`src/design/tsar_readout_regs.svh`:
```
`ifndef TSAR_READOUT_REGS_SVH
`define TSAR_READOUT_REGS_SVH

// Clock and timing figures
`define TSAR_CLK_PERIOD_NS   10
`define TSAR_TEMP_TIME_NS    100000
`define TSAR_TEMP_INT_NS     60000

// Frame layout
`define TSAR_FRAME_BITS      16
`define TSAR_SAR_BITS        12
`define TSAR_SAR_TOP         4'hB
`define TSAR_SAR_START       12'h800
`define TSAR_LAST_SAR_FALL   5'h0C
`define TSAR_LAST_FALL       5'h10
`define TSAR_ALL_ONES        16'hFFFF

// Channel identifiers and sequencer
`define TSAR_TEMP_CHAN       4'h8
`define TSAR_SEQ_RESTART     3'h7

// Moving average: the accumulator carries the average times eight
`define TSAR_AVG_SHIFT       3
`define TSAR_ACC_BITS        15

// Control word after power-on
`define TSAR_CTRL_RESET      12'h000

`endif

```
`src/design/tsar_pkg.sv`:
```
`default_nettype none
package tsar_pkg;
  // Control bits steering the converter
  typedef struct packed {
    logic [7:0] seq_mask;
    logic       temp_channel_select;
    logic       temp_avg_enable;
    logic       external_reference_select;
    logic       power_down_bit;
  } tsar_ctrl_s;

  // One result word as it leaves on the serial line
  typedef struct packed {
    logic [3:0]  chan;
    logic [11:0] data;
  } tsar_result_s;

  typedef enum logic [1:0] {T_IDLE, T_INTEG, T_CONV} tsar_temp_e;
endpackage : tsar_pkg
`default_nettype wire

```
`src/design/tsar_readout.sv`:
```
`include "tsar_readout_regs.svh"
`default_nettype none

// Small result buffer between the converter and the serial shifter
module tsar_fifo #(
  parameter int W = 16,
  parameter int D = 4
) (
  input  wire logic         clk,
  input  wire logic         rst_b,
  input  wire logic         in_valid,
  output logic              in_ready,
  input  wire logic [W-1:0] in_data,
  output logic              out_valid,
  input  wire logic         out_ready,
  output logic      [W-1:0] out_data
);
  localparam int AW = (D > 1) ? $clog2(D) : 1;
  logic [W-1:0] mem [D];
  logic [AW-1:0] wr_ptr;
  logic [AW-1:0] rd_ptr;
  logic [AW:0]   count;
  logic          push;
  logic          pop;
  assign in_ready  = (count != (AW+1)'(D));
  assign out_valid = (count != '0);
  assign out_data  = mem[rd_ptr];
  assign push      = in_valid & in_ready;
  assign pop       = out_valid & out_ready;
  // Storage writes
  always_ff @(posedge clk) begin
    if (push) begin
      mem[wr_ptr] <= in_data;
    end
  end
  // Pointers and fill level
  always_ff @(posedge clk or negedge rst_b) begin
    if (!rst_b) begin
      wr_ptr <= '0;
      rd_ptr <= '0;
      count  <= '0;
    end else begin
      if (push) begin
        wr_ptr <= (wr_ptr == AW'(D-1)) ? '0 : wr_ptr + 1'b1;
      end
      if (pop) begin
        rd_ptr <= (rd_ptr == AW'(D-1)) ? '0 : rd_ptr + 1'b1;
      end
      count <= count + (AW+1)'(push) - (AW+1)'(pop);
    end
  end
endmodule // tsar_fifo
module tsar_readout
  import tsar_pkg::*;
#(
  parameter int TEMP_CYCLES = `TSAR_TEMP_TIME_NS / `TSAR_CLK_PERIOD_NS,
  parameter int INT_CYCLES  = `TSAR_TEMP_INT_NS / `TSAR_CLK_PERIOD_NS,
  parameter int FIFO_DEPTH  = 4
) (
  input  wire logic              clk,
  input  wire logic              rst_b,
  input  wire logic              cs_n_pin,
  input  wire logic              sclk_pin,
  output logic                   dout_o,
  output logic                   dout_oe,
  input  wire logic              ctrl_wr,
  input  wire tsar_ctrl_s        ctrl_in,
  output tsar_ctrl_s             ctrl,
  input  wire logic              cmp_in,
  input  wire logic signed [11:0] temp_raw,
  output logic            [11:0] dac_code,
  output logic            [3:0]  mux_sel,
  output logic                   track_hold,
  output logic                   ref_ext_sel,
  output logic                   temp_conv_busy,
  output logic                   partial_pd
);
  // Pin synchronisers; stage one feeds stage two only
  logic [1:0] cs_sync;
  logic [1:0] sclk_sync;
  logic [1:0] cmp_sync;
  logic       cs_d;
  logic       sclk_d;
  logic       cs_fall;
  logic       cs_rise;
  logic       sclk_fall;
  always_ff @(posedge clk or negedge rst_b) begin
    if (!rst_b) begin
      cs_sync   <= 2'h3;
      sclk_sync <= 2'h0;
      cmp_sync  <= 2'h0;
      cs_d      <= 1'b1;
      sclk_d    <= 1'b0;
    end else begin
      cs_sync   <= {cs_sync[0], cs_n_pin};
      sclk_sync <= {sclk_sync[0], sclk_pin};
      cmp_sync  <= {cmp_sync[0], cmp_in};
      cs_d      <= cs_sync[1];
      sclk_d    <= sclk_sync[1];
    end
  end
  assign cs_fall   = cs_d & ~cs_sync[1];
  assign cs_rise   = ~cs_d & cs_sync[1];
  assign sclk_fall = sclk_d & ~sclk_sync[1] & ~cs_sync[1];
  // Control word; every bit zero after reset, so internal reference and normal mode
  logic avg_bit_change;
  assign avg_bit_change = ctrl_wr & (ctrl_in.temp_avg_enable != ctrl.temp_avg_enable);
  always_ff @(posedge clk or negedge rst_b) begin
    if (!rst_b) begin
      ctrl <= tsar_ctrl_s'(`TSAR_CTRL_RESET);
    end else if (ctrl_wr) begin
      ctrl <= ctrl_in;
    end
  end
  assign ref_ext_sel = ctrl.external_reference_select;
  // Power state follows the bit only between frames, so a frame is never cut short
  logic pd_enter;
  assign pd_enter = cs_rise & ctrl.power_down_bit & ~partial_pd;
  always_ff @(posedge clk or negedge rst_b) begin
    if (!rst_b) begin
      partial_pd <= 1'b0;
    end else if (cs_rise) begin
      partial_pd <= ctrl.power_down_bit;
    end
  end
  // Channel sequencer: next enabled channel after the current one
  logic [2:0] cur_chan;
  logic [2:0] next_chan;
  always_comb begin
    next_chan = cur_chan;
    for (int k = 1; k <= 8; k++) begin
      if (ctrl.seq_mask[3'(cur_chan + 3'(k))] && next_chan == cur_chan) begin
        next_chan = 3'(cur_chan + 3'(k));
      end
    end
    if (ctrl.seq_mask == '0) begin
      next_chan = '0;
    end
  end

  // Frame control
  logic       frame_on;
  logic [4:0] fall_cnt;
  logic       frame_adc;
  logic       frame_temp;
  logic       frame_ok;
  logic       res_ready;
  logic       temp_done;
  logic       push;
  logic       pop;
  logic       head_valid;
  tsar_result_s head;
  tsar_result_s push_word;
  tsar_temp_e tphase;
  // A frame converts only when powered, not blocked by a temperature run and room remains
  assign frame_ok = cs_fall & ~partial_pd & (tphase == T_IDLE) & res_ready;
  assign pop      = cs_fall & ~partial_pd & ~temp_conv_busy & head_valid;
  always_ff @(posedge clk or negedge rst_b) begin
    if (!rst_b) begin
      frame_on   <= 1'b0;
      fall_cnt   <= '0;
      frame_adc  <= 1'b0;
      frame_temp <= 1'b0;
      cur_chan   <= `TSAR_SEQ_RESTART;
      mux_sel    <= '0;
      track_hold <= 1'b0;
    end else begin
      if (ctrl_wr) begin
        cur_chan <= `TSAR_SEQ_RESTART;
      end
      if (cs_fall) begin
        frame_on   <= 1'b1;
        fall_cnt   <= '0;
        frame_adc  <= frame_ok & ~ctrl.temp_channel_select;
        frame_temp <= frame_ok & ctrl.temp_channel_select;
        track_hold <= frame_ok & ~ctrl.temp_channel_select;
        if (frame_ok && !ctrl.temp_channel_select) begin
          cur_chan <= next_chan;
          mux_sel  <= {1'b0, next_chan};
        end else if (frame_ok) begin
          mux_sel <= `TSAR_TEMP_CHAN;
        end
      end else if (cs_rise) begin
        frame_on   <= 1'b0; // Early rise aborts the conversion
        frame_adc  <= 1'b0;
        track_hold <= 1'b0;
      end else if (sclk_fall && frame_on && fall_cnt != `TSAR_LAST_FALL) begin
        fall_cnt <= fall_cnt + 5'h01;
        if (fall_cnt == `TSAR_LAST_SAR_FALL) begin
          track_hold <= 1'b0;
        end
      end
    end
  end

  // Successive approximation, one decision per serial clock fall
  logic [3:0] sar_bit;
  always_ff @(posedge clk or negedge rst_b) begin
    if (!rst_b) begin
      dac_code <= '0;
      sar_bit  <= '0;
    end else if (frame_ok && !ctrl.temp_channel_select) begin
      dac_code <= `TSAR_SAR_START;
      sar_bit  <= `TSAR_SAR_TOP;
    end else if (sclk_fall && frame_adc && fall_cnt < `TSAR_LAST_SAR_FALL) begin
      // Keep the trial bit while the input is at or above it: code = floor(Vin/LSB)
      dac_code[sar_bit] <= cmp_sync[1];
      if (sar_bit != '0) begin
        dac_code[sar_bit - 4'h1] <= 1'b1;
        sar_bit <= sar_bit - 4'h1;
      end
    end
  end

  // Temperature run: integration, then conversion without host help
  logic [$clog2(TEMP_CYCLES+1)-1:0] tcnt;
  always_ff @(posedge clk or negedge rst_b) begin
    if (!rst_b) begin
      tphase <= T_IDLE;
      tcnt   <= '0;
    end else begin
      unique case (tphase)
        T_IDLE: begin
          if (frame_ok && ctrl.temp_channel_select) begin
            tphase <= T_INTEG;
            tcnt   <= '0;
          end
        end
        T_INTEG: begin
          tcnt <= tcnt + 1'b1;
          if (tcnt == $bits(tcnt)'(INT_CYCLES - 1)) begin
            tphase <= T_CONV;
          end
        end
        T_CONV: begin
          tcnt <= tcnt + 1'b1;
          if (tcnt == $bits(tcnt)'(TEMP_CYCLES - 1)) begin
            tphase <= T_IDLE;
          end
        end
      endcase
    end
  end
  assign temp_conv_busy = (tphase != T_IDLE);
  assign temp_done = (tphase == T_CONV) && (tcnt == $bits(tcnt)'(TEMP_CYCLES - 1));
  // Moving average held as eight times the value to keep the fraction bits
  logic signed [`TSAR_ACC_BITS-1:0] avg_acc;
  logic signed [`TSAR_ACC_BITS-1:0] raw_ext;
  logic                             avg_seeded;
  logic                             avg_active;
  logic                             avg_clear;
  logic signed [11:0]               temp_word;
  assign avg_active = ctrl.temp_avg_enable & ctrl.temp_channel_select;
  assign avg_clear  = avg_bit_change | (pd_enter & ctrl.temp_avg_enable);
  assign raw_ext    = `TSAR_ACC_BITS'(temp_raw);
  // A sample landing with a clear seeds the fresh average, so it is not lost
  always_ff @(posedge clk or negedge rst_b) begin
    if (!rst_b) begin
      avg_acc    <= '0;
      avg_seeded <= 1'b0;
    end else if (temp_done && avg_active) begin
      avg_seeded <= 1'b1;
      if (!avg_seeded || avg_clear) begin
        avg_acc <= raw_ext <<< `TSAR_AVG_SHIFT;
      end else begin
        avg_acc <= avg_acc - (avg_acc >>> `TSAR_AVG_SHIFT) + raw_ext;
      end
    end else if (avg_clear) begin
      avg_seeded <= 1'b0;
    end
  end
  // Reported temperature word, average truncated back to 12 bits
  always_comb begin
    if (avg_active && avg_seeded) begin
      temp_word = 12'(((avg_acc - (avg_acc >>> `TSAR_AVG_SHIFT) + raw_ext)
                       >>> `TSAR_AVG_SHIFT));
    end else begin
      temp_word = temp_raw;
    end
  end
  // Results enter the buffer when done and leave at the next frame start that is powered and outside a temperature run
  logic adc_done;
  assign adc_done = sclk_fall & frame_adc & (fall_cnt == `TSAR_LAST_FALL - 5'h01);
  assign push     = adc_done | temp_done;
  always_comb begin
    push_word.chan = {1'b0, cur_chan};
    push_word.data = dac_code;
    if (temp_done) begin
      push_word.chan = `TSAR_TEMP_CHAN;
      push_word.data = temp_word;
    end
  end
  tsar_fifo #(
    .W ($bits(tsar_result_s)),
    .D (FIFO_DEPTH)
  ) u_fifo (
    .clk       (clk),
    .rst_b     (rst_b),
    .in_valid  (push),
    .in_ready  (res_ready),
    .in_data   (push_word),
    .out_valid (head_valid),
    .out_ready (pop),
    .out_data  (head)
  );
  // Serial shifter; frames that pop no result (buffer empty, powered down or temperature busy) send all ones
  logic [`TSAR_FRAME_BITS-1:0] shreg;
  assign dout_o = shreg[`TSAR_FRAME_BITS-1];
  always_ff @(posedge clk or negedge rst_b) begin
    if (!rst_b) begin
      shreg   <= `TSAR_ALL_ONES;
      dout_oe <= 1'b0;
    end else if (cs_fall) begin
      dout_oe <= 1'b1;
      shreg   <= pop ? head : `TSAR_ALL_ONES;
    end else if (cs_rise || (sclk_fall && fall_cnt == `TSAR_LAST_FALL - 5'h01)) begin
      dout_oe <= 1'b0;
      shreg   <= {shreg[`TSAR_FRAME_BITS-2:0], 1'b1};
    end else if (sclk_fall && frame_on) begin
      shreg <= {shreg[`TSAR_FRAME_BITS-2:0], 1'b1};
    end
  end
  // Checks
  logic [$clog2(TEMP_CYCLES+1):0] busy_len;
  always_ff @(posedge clk or negedge rst_b) begin
    if (!rst_b) begin
      busy_len <= '0;
    end else begin
      busy_len <= temp_conv_busy ? busy_len + 1'b1 : '0;
    end
  end
  AST_BUSY_RISE: assert property (@(posedge clk) disable iff (!rst_b)
    (frame_ok && ctrl.temp_channel_select) |=> temp_conv_busy && tphase == T_INTEG)
    else $error("busy did not rise with temperature start");
  AST_BUSY_LEN: assert property (@(posedge clk) disable iff (!rst_b)
    $fell(temp_conv_busy) |-> $past(busy_len) == $bits(busy_len)'(TEMP_CYCLES - 1))
    else $error("temperature run length wrong");
  AST_AUTO_CONV: assert property (@(posedge clk) disable iff (!rst_b)
    (tphase == T_INTEG && tcnt == $bits(tcnt)'(INT_CYCLES - 1)) |=> tphase == T_CONV)
    else $error("conversion phase did not follow integration");
  AST_AVG_RESTART: assert property (@(posedge clk) disable iff (!rst_b)
    (avg_bit_change && !temp_done) |=> !avg_seeded)
    else $error("average not restarted on enable change");
  AST_AVG_KEEP: assert property (@(posedge clk) disable iff (!rst_b)
    (ctrl_wr && !avg_bit_change && avg_seeded && !pd_enter) |=> avg_seeded)
    else $error("average lost on unrelated write");
  AST_AVG_SEED: assert property (@(posedge clk) disable iff (!rst_b)
    (temp_done && avg_active && !avg_seeded) |-> temp_word == temp_raw)
    else $error("first averaged result is not the raw sample");
  AST_REF_SEL: assert property (@(posedge clk) disable iff (!rst_b)
    ctrl_wr |=> ref_ext_sel == $past(ctrl_in.external_reference_select))
    else $error("reference select did not follow the write");
  AST_RESULT_NEXT: assert property (@(posedge clk) disable iff (!rst_b)
    (adc_done && res_ready) |=> head_valid)
    else $error("finished result not queued for next frame");
  AST_SEQ_MASK: assert property (@(posedge clk) disable iff (!rst_b)
    (frame_ok && !ctrl.temp_channel_select && ctrl.seq_mask != '0)
      |=> $past(ctrl.seq_mask[next_chan]) && mux_sel == {1'b0, $past(next_chan)})
    else $error("sequencer picked a channel outside the mask");
  AST_PD_ONES: assert property (@(posedge clk) disable iff (!rst_b)
    (cs_fall && partial_pd) |=> shreg == `TSAR_ALL_ONES && !frame_adc && !frame_temp)
    else $error("powered-down frame did not send ones");
  COV_ADC_FRAME: cover property (@(posedge clk) disable iff (!rst_b) adc_done);
  COV_TEMP_DONE: cover property (@(posedge clk) disable iff (!rst_b) temp_done && avg_active);
  COV_AVG_ACCUM: cover property (@(posedge clk) disable iff (!rst_b)
    temp_done && avg_active && avg_seeded);
  COV_PD_ENTER: cover property (@(posedge clk) disable iff (!rst_b) pd_enter);
endmodule // tsar_readout
`default_nettype wire

```
`config.mk`:
```
export PLATFORM = sky130hd
export DESIGN_NAME = tsar_readout
export DESIGN_NICKNAME = d
export VERILOG_FILES = /design/src/design/tsar_pkg.sv /design/src/design/tsar_readout.sv
export VERILOG_INCLUDE_DIRS = /design/src /design/src/design
export SDC_FILE = /design/constraint.sdc
export NUM_CORES = 1
export LEC_CHECK = 0
export BUFFER_PORTS_ARGS = -buffer_cell sky130_fd_sc_hd__buf_2
export CELL_PAD_IN_SITES_DETAIL_PLACEMENT = 1
export CELL_PAD_IN_SITES_GLOBAL_PLACEMENT = 1
export CORE_ASPECT_RATIO = 0.7
export CORE_MARGIN = 1
export CORE_UTILIZATION = 30
export CTS_BUF_LIST = sky130_fd_sc_hd__clkbuf_16
export CTS_CLUSTER_SIZE = 16
export DETAILED_ROUTE_END_ITERATION = 6
export MAX_ROUTING_LAYER = met4
export PLACE_DENSITY_LB_ADDON = 0.1
export SETUP_SLACK_MARGIN = 0.02
export SLEW_MARGIN = 30
export SYNTH_ARGS = -nofsm -noshare
export SYNTH_HDL_FRONTEND = slang
export SYNTH_SLANG_ARGS = --single-unit
```
`constraint.sdc`:
```
create_clock -name clk -period 10.53 [get_ports clk]
set_input_delay 1.5795 -clock clk [delete_from_list [all_inputs] [get_ports clk]]
set_output_delay 1.5795 -clock clk [all_outputs]
set_load 0.005 [all_outputs]
```
==> results of run 1 <==
cells in the mapped netlist (4+ instances only):
cell type,number
o211ai_1,5
nand2_1,127
nand2b_1,4
inv_1,86
xnor2_1,13
a31oi_1,7
mux2_1,4
nor3_1,22
nor2_1,37
mux2_2,15
mux4_2,23
xor2_1,10
a21o_1,9
nor2b_1,11
o22ai_1,20
a311oi_1,4
o21ai_0,43
nand3_1,23
a22oi_1,4
or2_2,5
nor4_1,4
edfxtp_1,64
mux2i_1,18
o21ai_1,23
o31ai_1,8
dfrtp_1,86
a21oi_1,62
and3_1,12
clkbuf_1,35
ha_1,41
dfstp_2,22
and2_1,6
fa_1,15
layer usage:
metal | vias to the layer above | track usage
li1 | 3418 | -
met1 | 3602 | 0.287
met2 | 80 | 0.236
met3 | 22 | 0.0312
met4 | 0 | 0.0483
met5 | - | -
where the power goes:
part	total [µW]	switching [µW]	leakage (µW)	internal (µW)
registers	836	68.1	0.00187	768
logic	509	308	0.00257	201
clock network	642	287	0.000296	354
state kept, by name, indices dropped and copies added, names as in the netlist, 2 cells and up:
name	count
u_fifo.mem	64
avg_acc	15
tphase	2
dac_code	12
cs_sync	2
u_fifo.count	3
cur_chan	3
shreg	16
sclk_sync	2
u_fifo.rd_ptr	2
cmp_sync	2
sar_bit	4
mux_sel	4
ctrl	11
fall_cnt	5
u_fifo.wr_ptr	2
tcnt	14
final timing paths:
path | to | from
setup / recovery | u_fifo.mem[1][11] | temp_raw[1]
hold / removal | sclk_sync[1] | sclk_sync[0]
setup reg to reg | u_fifo.mem[1][10] | tcnt[5]
hold reg to reg | sclk_sync[1] | sclk_sync[0]
max in group asynchronous | u_fifo.rd_ptr[1] | rst_b
min in group asynchronous | fall_cnt[0] | rst_b
final cells by class:
class / instances / area share
Timing Repair Buffer: 74 / 0.0363
Inverter: 86 / 0.0290
Multi-Input combinational cell: 632 / 0.416
Clock buffer: 19 / 0.0427
Clock inverter: 13 / 0.0100
Tap cell: 420 / 0.0472
Sequential cell: 172 / 0.418
kinds of logic (layout without fill, tap and decap cells):
| logic type | Yosys count | after routing | synth area share |
|---|---|---|---|
| AO/OA/AOI/OAI | 219 | 219 | 0.138 |
| XOR/XNOR | 23 | 23 | 0.0206 |
| adder cells (fa/ha/maj) | 56 | 56 | 0.0833 |
| buffers and inverters | 127 | 192 | 0.0513 |
| flip-flops | 172 | 172 | 0.477 |
| multiplexers | 66 | 66 | 0.102 |
| AND/OR/NAND/NOR | 268 | 268 | 0.128 |
stage by stage:
step | util | cells
finish | 0.352 | 1416
global route | 0.352 | 1416
CTS | 0.352 | 1416
detailed placement | 0.334 | 1384
global placement | 0.333 | 1384
floorplan | - | 931
==> impl_metrics.ini, run 1 <==
[run_status]
status = completed

[sta]
timing.final.ws_setup_ps = 6390
tns_ps = 0
skew_ps = 10.2
rsz0062_at_grt = false
final_max_slew_viol_count = 0
fin_crit_sh = 0.393
period_minus_slack_ps = 4140
whs_ps = 354
setup_viol = 0
fmax_mhz = 242
worst_pin_slew_ps = 919
maxSlewHeadroom = 0.387
hold_viol = 0

[critical_path]
crit_fanout = 4
endpoint_kind = flip-flop
critPathTopFamily = compound AO/OA/AOI/OAI gates
ff2ff_setup_slack_ps = 6590
path_depth = 13
cp-start-kind = input pin
reg2reg_depth = 6
slowest_delay_ps = 530
cpMaxStageDelayCell = fa_1
crit_path_cell_trace = buf_2, inv_1, fa_1, inv_1, fa_1, a21o_1, a21oi_1, o21a_1, o31a_1, a211o_1, and3_1, nor3_1, o21ai_1
cp.required_ps = 10760
arrival_ps = 4370
critPathKind = input pin to flip-flop
worstPathBufferInverterCount = 3

[die]
io_pins = 64
dieWidth_um = 218
std_cell_rows = 54
start_util = 0.309
dieArea_um2 = 33300
coreArea_um2 = 31600
dieHeight_um = 153

[logic_synthesis]
synth_area_leaders = dfrtp_1, edfxtp_1, dfstp_2, mux4_2, ha_1
synth_area_um2 = 9760
synth_edf_count = 64
synth_cells = 931
synth_ff_type = dfrtp_1
synth_fp_nets = 1017
synthesis.area_per_instance_um2 = 10.5
seq_area_frac_synth = 0.477
synth_top_cell_by_area = dfrtp_1
yosysUniqueCellTypes = 68
ys_async_sr_fraction = 0.628
synth_top_area_share = 0.220
yosys_warnings = 0
yosys_register_bits = 172

[finish]
multiInputGateArea_um2 = 4630
area_growth_pct = 13.9
fillers = 3519
ff_latch_area_um2 = 4650
final_cell_mix = nand2_1, inv_1, dfrtp_1, edfxtp_1
layout_commonest_cell = nand2_1
final_nets = 1069
n_antenna_cell = 0
design_area_um2 = 11100
layout-drive-gt1-share = 0.195

[grt]
grt_first_pass_wirelength_mm = 44.8
grt_overflow_total = 0
grt_pass1_vias = 7407
grt_start_max_net_pins = 72
grtUsageTotal = 0.183
antenna_found_initial = 0

[place]
post_dp_cell_area_um2 = 10500
dp_hpwl_mm = 20.2
gp_congestion = 0.760
io_buffer_count = 63
place_ws_ps = 5940

[pwr]
ir_worst_vdd_mv = 0.162
p_leak_uw = 0.00473
fin_total_pwr_uw = 1990
power_density_nw_per_um2 = 179

[drt]
wl_per_cell_um = 19.6
drc = 0
top_layer = met4
vias = 7122
met3_length_um = 686
drt_first_iter_violations = 420
met2WireLength_mm = 11.0
via_per_inst = 5.03
ant_nets = 0
wl_met1_mm = 15.7
drt-pass1-iter-count = 4
wl_mm = 27.7

[cts]
cts-root-buf = clkbuf_16
clk_pin_slew_ps = 70
numCtsBuffers = 17
post_cts_buffers = 0
post_cts_resized = 0
clock_latency_ps = 450
holdBufCountCts = 0
cts_tree = done
cts_sinks = 172
clock_path_buffers = 2
htreeDepth = 4

[hold_path]
hold-path-cell-count = 0
min_path_type = flip-flop to flip-flop

[run]
max_cap_violations = 0
Power figures use the tool's default switching activity.
==> run 2, diff against run 1 <==
clock period = 4.2 ns   (was 10.53 ns; I/O delays follow)
==> run 2 against run 1 <==
Effect of this change: clock power grew 130%; clock skew about the same; total power is 150% higher; global-route usage fell by 0.26 points; largest cell class unchanged.
==> impl_metrics.ini, run 2 (synthesis results as in run 1) <==
[finish]
top_regs = u_fifo.mem (64), shreg (16), avg_acc (15)
layout_commonest_cell = nand2_1
n_antenna_cell = 0
top_register = u_fifo.mem
final_nets = 1075
largest_reg_flops = 64
layout-drive-gt1-share = 0.192
area_growth_pct = 14.1
final_cell_mix = nand2_1, inv_1, dfrtp_1, edfxtp_1

[cts]
clk_pin_slew_ps = 70
holdBufCountCts = 0
htreeDepth = 4
clock_path_buffers = 2
cts-root-buf = clkbuf_16
numCtsBuffers = 17
cts_tree = done
cts_sinks = 172
clock_latency_ps = 440
post_cts_buffers = 0
post_cts_resized = 0

[die]
io_pins = 64
dieWidth_um = 218
coreArea_um2 = 31600
start_util = 0.309
std_cell_rows = 54
dieArea_um2 = 33300
dieHeight_um = 153

[drt]
vias = 7147
via_per_inst = 5.03
drc = 0
wl_met1_mm = 15.4
drt-pass1-iter-count = 5
top_layer = met4
met2WireLength_mm = 11.2
wl_per_cell_um = 19.4
drt_first_iter_violations = 447
wl_mm = 27.7
ant_nets = 0
met3_length_um = 798

[critical_path]
ff2ff_setup_slack_ps = 520
crit_fanout = 13
crit_path_cell_trace = inv_1, ha_1, mux4_2, mux2i_2, nand3_1, mux2i_1, o22ai_1, nor4_2, mux2i_1, or3_1
critPathKind = flip-flop to flip-flop
r2r-start = cur_chan[1]
arrival_ps = 4050
slowest_delay_ps = 590
cp-start-kind = flip-flop
crit_top_cell = mux2i_1
cpMaxStageDelayCell = dfstp_2
cp.required_ps = 4560
reg2reg_to = cur_chan[0]
endpoint_kind = flip-flop
reg2reg_depth = 10

[sta]
hold_viol = 0
skew_ps = 10.5
worst_pin_slew_ps = 891
fmax_mhz = 272
final_max_slew_viol_count = 0
rsz0062_at_grt = false
period_minus_slack_ps = 3680
setup_viol = 0
maxSlewHeadroom = 0.406
fin_crit_sh = 0.877
tns_ps = 0

[grt]
grt_overflow_total = 0
grtUsageTotal = 0.180
grt_first_pass_wirelength_mm = 44.6
antenna_found_initial = 0
grt_start_max_net_pins = 71
grt_pass1_vias = 7386

[place]
dp_hpwl_mm = 20.3
io_buffer_count = 63
gp_congestion = 0.785

[pwr]
power_density_nw_per_um2 = 438
p_leak_uw = 0.00476
fin_total_pwr_uw = 4880
ir_worst_vdd_mv = 0.244

[hold_path]
min_path_type = input pin to asynchronous set/reset pin

[run_status]
status = completed

[run]
max_cap_violations = 0
## run 2: changes by cell type in the layout (fill, tap and decap cells not counted), sizes merged
cell	change
inv	+3
bufinv	-1
buf	+6
clkinv	-2
## run 2: worst max-delay path by stage
stage | startpoint | endpoint | depth (start not counted)
6_report | cur_chan[1] | cur_chan[0] | 10
5_1_grt | cur_chan[1] | cur_chan[0] | 10
4_1_cts | cur_chan[1] | cur_chan[0] | 10
3_5_place_dp | temp_raw[1] | u_fifo.mem[1][7] | 13
3_3_place_gp | temp_raw[1] | u_fifo.mem[1][9] | 13
2_1_floorplan | cur_chan[0] | cur_chan[0] | 13
## run 2: layer usage
layer,vias up,global-route usage
met2,90,0.240
met1,3601,0.282
li1,3435,-
met4,0,0.0396
met5,-,-
met3,21,0.0283
## run 2: area by class of cell
class | instances | area (µm²)
clock buffer | 19 | 475
clock inverter | 13 | 75.1
fill | 3534 | 20400
inverter | 86 | 323
multi-input combinational | 632 | 4630
sequential | 172 | 4650
tap | 420 | 526
timing repair buffer | 80 | 458
## run 2: power breakdown
| part | total (µW) | internal (µW) | switching [µW] | leakage (µW) |
|---|---|---|---|---|
| Combinational | 1290 | 506 | 779 | 0.00260 |
| Sequential | 2090 | 1930 | 163 | 0.00187 |
| Clock | 1500 | 819 | 684 | 0.000289 |
| Total | 4880 | 3250 | 1630 | 0.00476 |
## run 2: worst max-delay path: cells and delay by family, from the launching register on
kind / cells / cell delay (ps)
fa+ha+maj: 1 / 570
mux: 4 / 1210
compound gates: 1 / 160
flops: 1 / 590
buf+inv: 1 / 150
simple gates: 3 / 920
## run 2: metrics by stage
step                area (µm²)  instances  setup slack [ps]  hold slack (ps)   util
finish                   11100       1422               518              174  0.353
global route             11100       1422               285              201  0.353
CTS                      11100       1422               541              182  0.353
detailed placement       10600       1390               510              337  0.335
global placement         10600       1390               540              333  0.335
floorplan                 9760        931               803              331      -
==> run 3, diff against run 2 <==
CAP_MARGIN = 5   (was default)
clock period = 3.5 ns   (was 4.2 ns; I/O delays follow)
==> run 3 against run 2 <==
Effect of this change: clock skew fell by 0.89 ps; total power rose by 28%; maximum frequency rose by 13%; critical path type unchanged; critical endpoint unchanged; highest routed layer unchanged.
==> impl_metrics.ini, run 3 (synthesis results as in run 1) <==
[run_status]
status = completed

[critical_path]
crit_path_cell_trace = buf_4, mux4_2, mux2i_2, nand3_1, mux2i_1, o22ai_1, nor4_2, mux2i_1, or3_1
crit_fanout = 15
critPathTopFamily = multiplexers
slowest_delay_ps = 570
cp-start-kind = flip-flop
endpoint_kind = flip-flop
crit_top_cell = mux2i_1
critPathKind = flip-flop to flip-flop
cp.required_ps = 3860
worstPathBufferInverterCount = 1
cpMaxStageDelayCell = mux4_2
arrival_ps = 3630

[finish]
postLayoutCoreUtil = 0.360
top_regs = u_fifo.mem (64), shreg (16), avg_acc (15)
largest_reg_flops = 64
area_growth_pct = 16.5
layout-drive-gt1-share = 0.211
top_register = u_fifo.mem
instances_no_fill = 1444
fillers = 3515
final_nets = 1097
ff_latch_area_um2 = 4650
layout_commonest_cell = nand2_1
n_antenna_cell = 0
multiInputGateArea_um2 = 4620
final_cell_mix = nand2_1, inv_1, dfrtp_1, edfxtp_1

[grt]
grt_pass1_vias = 7561
grt_overflow_total = 0
grtUsageTotal = 0.187
grt_start_max_net_pins = 52
grt_first_pass_wirelength_mm = 45.7
antenna_found_initial = 0

[sta]
hold_viol = 0
tns_ps = 0
setup_viol = 0
timing.final.ws_setup_ps = 239
skew_ps = 9.58
maxSlewHeadroom = 0.331
rsz0062_at_grt = false
fmax_mhz = 307
worst_pin_slew_ps = 999
fin_crit_sh = 0.932
final_max_slew_viol_count = 0
period_minus_slack_ps = 3260

[drt]
ant_nets = 0
vias = 7315
wl_mm = 28.6
wl_per_cell_um = 19.8
drt_first_iter_violations = 464
drc = 0
via_per_inst = 5.07
drt-pass1-iter-count = 5

[die]
dieHeight_um = 153
dieArea_um2 = 33300
start_util = 0.309
coreArea_um2 = 31600
std_cell_rows = 54
dieWidth_um = 218
io_pins = 64

[place]
io_buffer_count = 63
gp_congestion = 0.777
place_ws_ps = 59.5
dp_hpwl_mm = 21.1
dpl.cell_count = 1412

[cts]
htreeDepth = 4
post_cts_buffers = 0
cts_sinks = 172
cts_tree = done
clock_path_buffers = 2
clk_pin_slew_ps = 70
post_cts_resized = 0
cts-root-buf = clkbuf_16
holdBufCountCts = 0
numCtsBuffers = 17
clock_latency_ps = 440

[pwr]
p_leak_uw = 0.00489
fin_total_pwr_uw = 6230
ir_worst_vdd_mv = 0.269
power_density_nw_per_um2 = 548

[run]
max_cap_violations = 0

[hold_path]
min_path_type = input pin to asynchronous set/reset pin
==> run 3: changes by cell type in the layout (fill, tap and decap cells not counted), sizes merged <==
cell,change
buf,+22
bufinv,+5
clkbuf,-2
inv,-2
clkinv,-1
==> run 3: through the flow <==
stage / hold slack, ps / cell area [µm²]
global route: 160 / 11400
global placement: 335 / 10700
CTS: 149 / 11400
finish: 132 / 11400
detailed placement: 337 / 10700
floorplan: 229 / 9760
==> run 3: worst register-to-register path: stages (launching register included) <==
cell     delay (ps)
dfstp_2         530
buf_4           230
mux4_2          570
mux2i_2         390
nand3_1         150
mux2i_1         220
o22ai_1         170
nor4_2          400
mux2i_1         150
or3_1           360
==> run 3: final cells by class <==
| cell class | count | area share |
|---|---|---|
| clock inverters | 15 | 0.0191 |
| well taps | 420 | 0.0462 |
| clock buffers | 17 | 0.0374 |
| flip-flops and latches | 172 | 0.409 |
| multi-input cells | 632 | 0.406 |
| inverters | 86 | 0.0284 |
| repair buffers | 102 | 0.0537 |
==> run 3: where the power goes <==
group	switching (µW)	total, µW	internal, µW
clock	848	2120	1270
combinational	967	1620	653
sequential	188	2500	2310
==> run 3: final timing paths <==
path / start / to / slack, ps / cells after the start
max: cur_chan[0] / cur_chan[0] / 240 / 9
min: rst_b / fall_cnt[1] / 130 / 1
max reg2reg: cur_chan[0] / cur_chan[0] / 240 / 9
min reg2reg: cs_sync[0] / cs_sync[1] / 360 / 0
max in group asynchronous: rst_b / shreg[11] / 2530 / 2
min in group clk: sclk_pin / sclk_sync[0] / 190 / 1
==> run 3: metal layers <==
| layer | global-route usage | routed length (µm) | up-vias | share of wire |
|---|---|---|---|---|
| met3 | 0.0310 | 733 | 12 | 0.026 |
| met5 | - | 0 | - | 0 |
| met2 | 0.255 | 11800 | 89 | 0.41 |
| li1 | - | - | 3473 | - |
| met1 | 0.287 | 15800 | 3741 | 0.55 |
| met4 | 0.0362 | 214 | 0 | 0.0075 |
